<file path="config.mk">
export PLATFORM = sky130hd
export DESIGN_NAME = rtc_seconds_counter
export DESIGN_NICKNAME = d
export VERILOG_FILES = /design/src/bcd_sec_step.v /design/src/rtc_seconds_counter.v
export VERILOG_INCLUDE_DIRS = /design/src /design/src/src
export SDC_FILE = /design/constraint.sdc
export NUM_CORES = 1
export LEC_CHECK = 0
export BUFFER_PORTS_ARGS = -buffer_cell sky130_fd_sc_hd__buf_2
export CORE_ASPECT_RATIO = 0.5
export CORE_MARGIN = 4
export CORE_UTILIZATION = 30
export CTS_CLUSTER_DIAMETER = 120
export DETAILED_ROUTE_END_ITERATION = 10
export MAX_ROUTING_LAYER = met4
export PLACE_DENSITY = 0.5
export SLEW_MARGIN = 10
export SYNTH_ARGS = -nofsm -noshare
export SYNTH_HDL_FRONTEND = slang
export SYNTH_SLANG_ARGS = --single-unit
</file>
<file path="constraint.sdc">
create_clock -name MCLK -period 1.7 [get_ports MCLK]
set_clock_uncertainty 0.2 [all_clocks]
set_input_delay 0.34 -clock MCLK [delete_from_list [all_inputs] [get_ports MCLK]]
set_output_delay 0.34 -clock MCLK [all_outputs]
set_load 0.01 [all_outputs]
</file>
<file path="src/rtc_defs.vh">
`ifndef RTC_DEFS_VH
`define RTC_DEFS_VH

// ----------------------------------------------------------------
// Register map
// ----------------------------------------------------------------
`define ADDR_W              20
`define FRACTION_LO_ADDR    20'hFFF90
`define FRACTION_HI_ADDR    20'hFFF91
`define ONE_HZ_ADDR         20'hFFF92

// ----------------------------------------------------------------
// Widths and reset values
// ----------------------------------------------------------------
`define FRACTION_W          16
`define FRACTION_RST        16'h0000
`define FRACTION_WRAP       16'h7FFF
`define FRACTION_TOP        16'hFFFF
`define ONE_HZ_W            8
`define ONE_HZ_RST          8'h00
`define BCD_LAST_SECOND     7'h59

// ----------------------------------------------------------------
// Field positions of one_hz_tally
// ----------------------------------------------------------------
`define UNITS_WEIGHT_ONE    0
`define UNITS_WEIGHT_EIGHT  3
`define TENS_WEIGHT_TEN     4
`define TENS_WEIGHT_FORTY   6
`define ONE_HZ_ZERO_BIT     7

// ----------------------------------------------------------------
// Timing
// ----------------------------------------------------------------
`define SUB_CLK_HZ          32768
`define MCLK_HZ             40000000
`define COPY_LIMIT_TICKS    2
`define SYNC_STAGES         3

`endif

</file>
<file path="src/bcd_sec_step.v">
`timescale 1ns/1ps
`include "rtc_defs.vh"

// ----------------------------------------------------------------
// One BCD seconds step, 00..59 with wrap
// ----------------------------------------------------------------
module bcd_sec_step (
  input  wire [6:0] CUR,
  output reg  [6:0] NXT,
  output reg        WRAP
);

  wire [2:0] tens;
  wire [3:0] units;
  wire       legal;

  assign tens  = CUR[`TENS_WEIGHT_FORTY:`TENS_WEIGHT_TEN];
  assign units = CUR[`UNITS_WEIGHT_EIGHT:`UNITS_WEIGHT_ONE];
  assign legal = (tens <= 3'h5) && (units <= 4'h9);

  always @* begin
    NXT  = 7'h00;
    WRAP = 1'b0;
    if (!legal) begin
      // Illegal code falls back to zero on the very next step, no carry
      NXT = 7'h00;
    end else if (CUR == `BCD_LAST_SECOND) begin
      NXT  = 7'h00;
      WRAP = 1'b1;
    end else if (units == 4'h9) begin
      NXT = {tens + 3'h1, 4'h0};
    end else begin
      NXT = {tens, units + 4'h1};
    end
  end

endmodule // bcd_sec_step

</file>
<file path="src/rtc_seconds_counter.v">
// What this block does
// - A 16-bit sub-second counter advances on each 32.768 kHz tick through 0000H..7FFFH, one pass per second.
// - After a correction load the sub-second counter may hold 8000H or more and keeps counting.
// - Every write to the seconds register clears the sub-second counter to zero.
// - Reset clears the sub-second counter to 0000H.
// - The seconds register advances by one on each sub-second overflow.
// - A seconds write lands in a buffer and reaches the live count within 2 ticks of the 32.768 kHz clock.
// - An out-of-range seconds value returns to a legal count within one counting period.
// - Seconds bit 7 reads zero, bits 6..4 are the tens digit and bits 3..0 the units digit.
// - Reset clears the seconds register to 00H.
`timescale 1ns/1ps
`include "rtc_defs.vh"

module rtc_seconds_counter (
  input  wire                     MCLK,
  input  wire                     RST_B,
  input  wire                     SUB_CLK,
  input  wire [`ADDR_W-1:0]       CPU_ADDR,
  input  wire [`FRACTION_W-1:0]   CPU_WDATA,
  input  wire                     CPU_WR,
  input  wire                     CPU_RD,
  output reg  [`FRACTION_W-1:0]   CPU_RDATA,
  input  wire                     TRIM_LOAD,
  input  wire [`FRACTION_W-1:0]   TRIM_VALUE,
  output reg                      SUB_OVF,
  output reg                      MIN_CARRY,
  output wire [`ONE_HZ_W-1:0]     SECONDS
);

  // ----------------------------------------------------------------
  // Local constants
  // ----------------------------------------------------------------
  localparam SEL_NONE     = 2'd0;
  localparam SEL_FRAC_LO  = 2'd1;
  localparam SEL_FRAC_HI  = 2'd2;
  localparam SEL_ONE_HZ   = 2'd3;

  localparam ST_IDLE      = 1'b0;
  localparam ST_PENDING   = 1'b1;

  // ----------------------------------------------------------------
  // Address decode, shared by the read and write paths
  // ----------------------------------------------------------------
  function [1:0] decode;
    input [`ADDR_W-1:0] addr;
    begin
      case (addr)
        `FRACTION_LO_ADDR: decode = SEL_FRAC_LO;
        `FRACTION_HI_ADDR: decode = SEL_FRAC_HI;
        `ONE_HZ_ADDR:      decode = SEL_ONE_HZ;
        default:           decode = SEL_NONE;
      endcase
    end
  endfunction

  // ----------------------------------------------------------------
  // Declarations
  // ----------------------------------------------------------------
  reg  [`SYNC_STAGES-1:0]   sync_reg;
  reg                       sub_level_reg;
  reg                       sub_level_next;
  reg                       tick_reg;
  reg                       tick_next;

  reg  [`FRACTION_W-1:0]    fraction_tick_counter_reg;
  reg  [`FRACTION_W-1:0]    fraction_tick_counter_next;
  reg                       sub_ovf_next;

  reg  [6:0]                one_hz_tally_reg;
  reg  [6:0]                one_hz_tally_next;
  reg  [6:0]                hold_buf_reg;
  reg  [6:0]                hold_buf_next;
  reg                       copy_state_reg;
  reg                       copy_state_next;
  reg                       min_carry_next;

  reg  [`FRACTION_W-1:0]    rdata_next;

  wire [1:0]                wr_sel;
  wire [1:0]                rd_sel;
  wire                      sec_write;
  wire                      frac_at_wrap;
  wire [6:0]                step_value;
  wire                      step_wrap;

  assign wr_sel    = decode(CPU_ADDR);
  assign rd_sel    = decode(CPU_ADDR);
  assign sec_write = CPU_WR && (wr_sel == SEL_ONE_HZ);

  // ----------------------------------------------------------------
  // Sub-clock synchroniser
  // ----------------------------------------------------------------
  // Stage 0 feeds stage 1 only; the edge is judged on stages 1 and 2
  genvar g;
  generate
    for (g = 0; g < `SYNC_STAGES; g = g + 1) begin : g_sync
      if (g == 0) begin : g_first
        always @(posedge MCLK or negedge RST_B) begin
          if (!RST_B) begin
            sync_reg[0] <= 1'b0;
          end else begin
            sync_reg[0] <= SUB_CLK;
          end
        end
      end else begin : g_next
        // Later stages only; no stage below zero is ever referenced
        always @(posedge MCLK or negedge RST_B) begin
          if (!RST_B) begin
            sync_reg[g] <= 1'b0;
          end else begin
            sync_reg[g] <= sync_reg[g-1];
          end
        end
      end
    end
  endgenerate

  always @* begin
    sub_level_next = sub_level_reg;
    tick_next      = 1'b0;
    // A level counts only once two stages agree, so a glitch is dropped
    if (sync_reg[1] == sync_reg[2]) begin
      sub_level_next = sync_reg[2];
      tick_next      = sync_reg[2] && !sub_level_reg;
    end
  end

  // ----------------------------------------------------------------
  // Sub-second counter
  // ----------------------------------------------------------------
  assign frac_at_wrap = (fraction_tick_counter_reg == `FRACTION_WRAP) ||
                        (fraction_tick_counter_reg == `FRACTION_TOP);

  always @* begin
    fraction_tick_counter_next = fraction_tick_counter_reg;
    sub_ovf_next               = 1'b0;
    if (sec_write) begin
      // A seconds write restarts the second from zero
      fraction_tick_counter_next = `FRACTION_RST;
    end else if (TRIM_LOAD) begin
      // Correction may park the count above the normal range
      fraction_tick_counter_next = TRIM_VALUE;
    end else if (tick_reg) begin
      if (frac_at_wrap) begin
        fraction_tick_counter_next = `FRACTION_RST;
        sub_ovf_next               = 1'b1;
      end else begin
        fraction_tick_counter_next = fraction_tick_counter_reg + 16'h0001;
      end
    end
  end

  // ----------------------------------------------------------------
  // Seconds stage
  // ----------------------------------------------------------------
  bcd_sec_step u_step (
    .CUR  (one_hz_tally_reg),
    .NXT  (step_value),
    .WRAP (step_wrap)
  );

  always @* begin
    one_hz_tally_next = one_hz_tally_reg;
    hold_buf_next     = hold_buf_reg;
    copy_state_next   = copy_state_reg;
    min_carry_next    = 1'b0;
    if (sec_write) begin
      // Range is the writer's duty; bad codes are repaired on the next step
      hold_buf_next   = CPU_WDATA[6:0];
      copy_state_next = ST_PENDING;
    end
    case (copy_state_reg)
      ST_IDLE: begin
        if (SUB_OVF) begin
          one_hz_tally_next = step_value;
          min_carry_next    = step_wrap;
        end
      end
      ST_PENDING: begin
        // Copy on the first tick after the write, well inside the limit
        if (!sec_write && tick_reg) begin
          one_hz_tally_next = hold_buf_reg;
          copy_state_next   = ST_IDLE;
        end
      end
      default: begin
        copy_state_next = ST_IDLE;
      end
    endcase
  end

  // ----------------------------------------------------------------
  // Register read path
  // ----------------------------------------------------------------
  // Reads of the running counter are not coherent; software must stop
  // or re-read, the hardware does not latch a snapshot
  always @* begin
    rdata_next = CPU_RDATA;
    if (CPU_RD) begin
      case (rd_sel)
        SEL_FRAC_LO: rdata_next = fraction_tick_counter_reg;
        SEL_FRAC_HI: rdata_next = {8'h00, fraction_tick_counter_reg[15:8]};
        SEL_ONE_HZ:  rdata_next = {8'h00, SECONDS};
        default:     rdata_next = 16'h0000;
      endcase
    end
  end

  assign SECONDS = {1'b0, one_hz_tally_reg};

  // ----------------------------------------------------------------
  // State registers
  // ----------------------------------------------------------------
  always @(posedge MCLK or negedge RST_B) begin
    if (!RST_B) begin
      sub_level_reg             <= 1'b0;
      tick_reg                  <= 1'b0;
      fraction_tick_counter_reg <= `FRACTION_RST;
      SUB_OVF                   <= 1'b0;
      one_hz_tally_reg          <= 7'h00;
      hold_buf_reg              <= 7'h00;
      copy_state_reg            <= ST_IDLE;
      MIN_CARRY                 <= 1'b0;
      CPU_RDATA                 <= 16'h0000;
    end else begin
      sub_level_reg             <= sub_level_next;
      tick_reg                  <= tick_next;
      fraction_tick_counter_reg <= fraction_tick_counter_next;
      SUB_OVF                   <= sub_ovf_next;
      one_hz_tally_reg          <= one_hz_tally_next;
      hold_buf_reg              <= hold_buf_next;
      copy_state_reg            <= copy_state_next;
      MIN_CARRY                 <= min_carry_next;
      CPU_RDATA                 <= rdata_next;
    end
  end

endmodule // rtc_seconds_counter

</file>
==> impl_metrics.tcl <==
set metrics [dict create \
    status "finished with violations" \
    io_pins 84 \
    synth-async-reset-ratio 1.00 \
    power_density_mw_per_mm2 679 \
    synth_top_area_frac 0.461 \
    irDropWorstVdd_v 0.000380 \
    synthesis.nets 351 \
    antenna_found_initial 0 \
    coreArea_mm2 0.00948 \
    gp_congestion 0.919 \
    start_util 0.309 \
    timing.final.crit_share 1.05 \
    sw_frac_of_total 0.271 \
    area_growth_pct 52.3 \
    clock_power_share 0.351 \
    worst-setup-path-type "in -> reg" \
    ys_types 55 \
    min_to "fraction_tick_counter_reg[12]" \
    clk_pin_slew_ns 0.07 \
    hp-class "in -> reg" \
    n_antenna_cell 0 \
    cts_root_buffer "clkbuf_16" \
    worstRegToRegCells 5 \
    grt_pass1_wl_um 15100 \
    p_sw_mw 0.822 \
    viasPerCell 4.96 \
    synth_ff_type "dfrtp_1" \
    holdWs_ns 0.0724 \
    failed_checks "setup timing" \
    grt_max_degree 55 \
    r2r_slack_ns -0.05 \
    dpl_cell_area_mm2 0.00397 \
    p_comb_frac 0.191 \
    synth.avg_cell_area_um2 10.1 \
    worstHoldStart "TRIM_VALUE[12]" \
    r2r_end "fraction_tick_counter_reg[5]" \
    clk_latency_ns 0.30 \
    critPathArrivalTime_ns 1.76 \
    dieWidth_um 148 \
    finalHoldViolations 0 \
    slew_viol_final 0 \
    route.met2.wl_um 4780 \
    track_usage 0.166 \
    htreeDepth 2 \
    pre_cts_ws_ns -0.406 \
    final_cell_mix "71 x buf_2, 71 x buf_4, 50 x dfrtp_1" \
    final.min_clock_period_ns 1.78 \
    seqPwrFrac 0.458 \
    holdPathStages 2 \
    p_leak_nw 2.13 \
    p_int_mw 2.21 \
    final_cell_area_mm2 0.00446 \
    drt-initial-drc-count 180 \
    ant_nets 0 \
    grt_pass1_vias 2928 \
    final_cells 571 \
    ys_top_cells_by_area "dfrtp_1 46%, a21oi_1 3.6%, mux2i_1 3.4%, nand2_1 3.3%, a22o_1 3.3%" \
    synth_cells 290 \
    critPathRequiredTime_ns 1.68 \
    vias 2831 \
    place.detailed.hpwl_um 7010 \
    firstDrtPassIters 4 \
    worstSetupEndpointType "register" \
    die_area_mm2 0.0115 \
    synth-edff-count 0 \
    rsz0062_at_grt "true" \
    startpoint "CPU_ADDR[6]" \
    fin_ws_ns -0.0805 \
    cp_max_fo 4 \
    die_y_um 77.9 \
    netlist_area_mm2 0.00293 \
    nets 496 \
    clockBufferDepth 2 \
    portBuffers 73 \
    top_layer "met4" \
    p_total_mw 3.03 \
    finalSetupViolations 13 \
    fmax_mhz 562 \
    cts.sinks 54 \
    drc 0 \
    reg2reg_from "fraction_tick_counter_reg[10]" \
    wl_per_cell_um 16.8 \
    ys_ff_latch 54 \
    synth_top_cell_by_area "dfrtp_1" \
    critPathLaunchType "primary input" \
    cts_tree "done" \
    drv_cap 0 \
    drt-total-wl_um 9600 \
    overflow 0 \
    rows 25 \
    ys_warn_count 0 \
    ys_seq_area_frac 0.461 \
    met3_wirelength_um 456 \
    cts-buffers-inserted 5 \
    drive_above_1_share 0.486 \
    dp_cells 553 \
    drt-met1-wl_um 4250 \
]
==> critical path, stage by stage <==
cell	delay, ns
buf_6	0.09
nand4b_1	0.19
or3_4	0.42
nor4_4	0.20
buf_4	0.21
mux2_4	0.30
==> worst max path at each step <==
stage | end | slack, ns
floorplan | hold_buf_reg[1] | -0.21
global placement | hold_buf_reg[4] | -0.37
detailed placement | hold_buf_reg[6] | -0.41
CTS | hold_buf_reg[3] | -0.06
global route | one_hz_tally_reg[4] | -0.14
finish | hold_buf_reg[0] | -0.08
==> power by group through the flow <==
stage	Clock [mW]	Combinational, mW	Sequential (mW)
floorplan	0	0.219	1.41
detailed placement	0	0.496	1.41
finish	1.06	0.579	1.39
global route	1.14	0.630	1.39
CTS	1.09	0.525	1.38
global placement	0	0.490	1.40
==> synth_stat cells, types with 3 or more instances <==
master     count
dfrtp_1       54
nand2_1       26
a21oi_1       21
nor2_1        21
o21ai_0       14
a22o_1        11
mux2i_1       10
o2bb2ai_1      9
buf_2          8
nand3_1        8
nand4_1        8
inv_1          7
mux2_1         7
and3_1         5
clkbuf_1       5
nand2b_1       5
nor2b_1        5
xnor2_1        4
xor2_1         4
and2_1         3
and4_1         3
ha_1           3
nor3_1         3
nor4_1         3
o211a_1        3
o31ai_1        3
==> final cells by class <==
class                           instances  area [um^2]
Inverter                                7         26.3
Tap cell                              135          169
Fill cell                             898         5010
Clock buffer                            6          139
Multi-Input combinational cell        213         1730
Sequential cell                        54         1360
Clock inverter                          2         12.5
Timing Repair Buffer                  154         1030
==> stage by stage <==
stage / setup TNS [ns] / util
2_1_floorplan: -1.56 / -
3_3_place_gp: -9.00 / 0.419
3_5_place_dp: -9.70 / 0.419
4_1_cts: -0.441 / 0.451
5_1_grt: -1.75 / 0.471
6_report: -0.684 / 0.471
==> routing by layer <==
metal / up-vias / global-route usage
met5: - / -
met4: 0 / 0.0335
met3: 12 / 0.0298
met2: 70 / 0.273
met1: 1391 / 0.219
li1: 1358 / -
==> kinds of logic (layout without fill, tap and decap cells) <==
family          after synthesis  in the layout  share of synthesized area
simple gates                102            102                      0.198
compound gates               79             79                      0.193
flops                        54             54                      0.461
buf+inv                      23            169                     0.0371
mux                          19             19                     0.0687
xor+xnor                      8              8                     0.0239
fa+ha+maj                     4              4                     0.0162
other cells                   1              1                    0.00128
==> what timing repair did <==
item                                    CTS  global route
pin swaps                                10            22
hold buffers                              2             0
setup buffers                             8             3
resized for setup                        19            37
endpoints found under the setup margin   23            37
endpoints found under the hold margin    55             0
(Power assumes the default switching activity.)
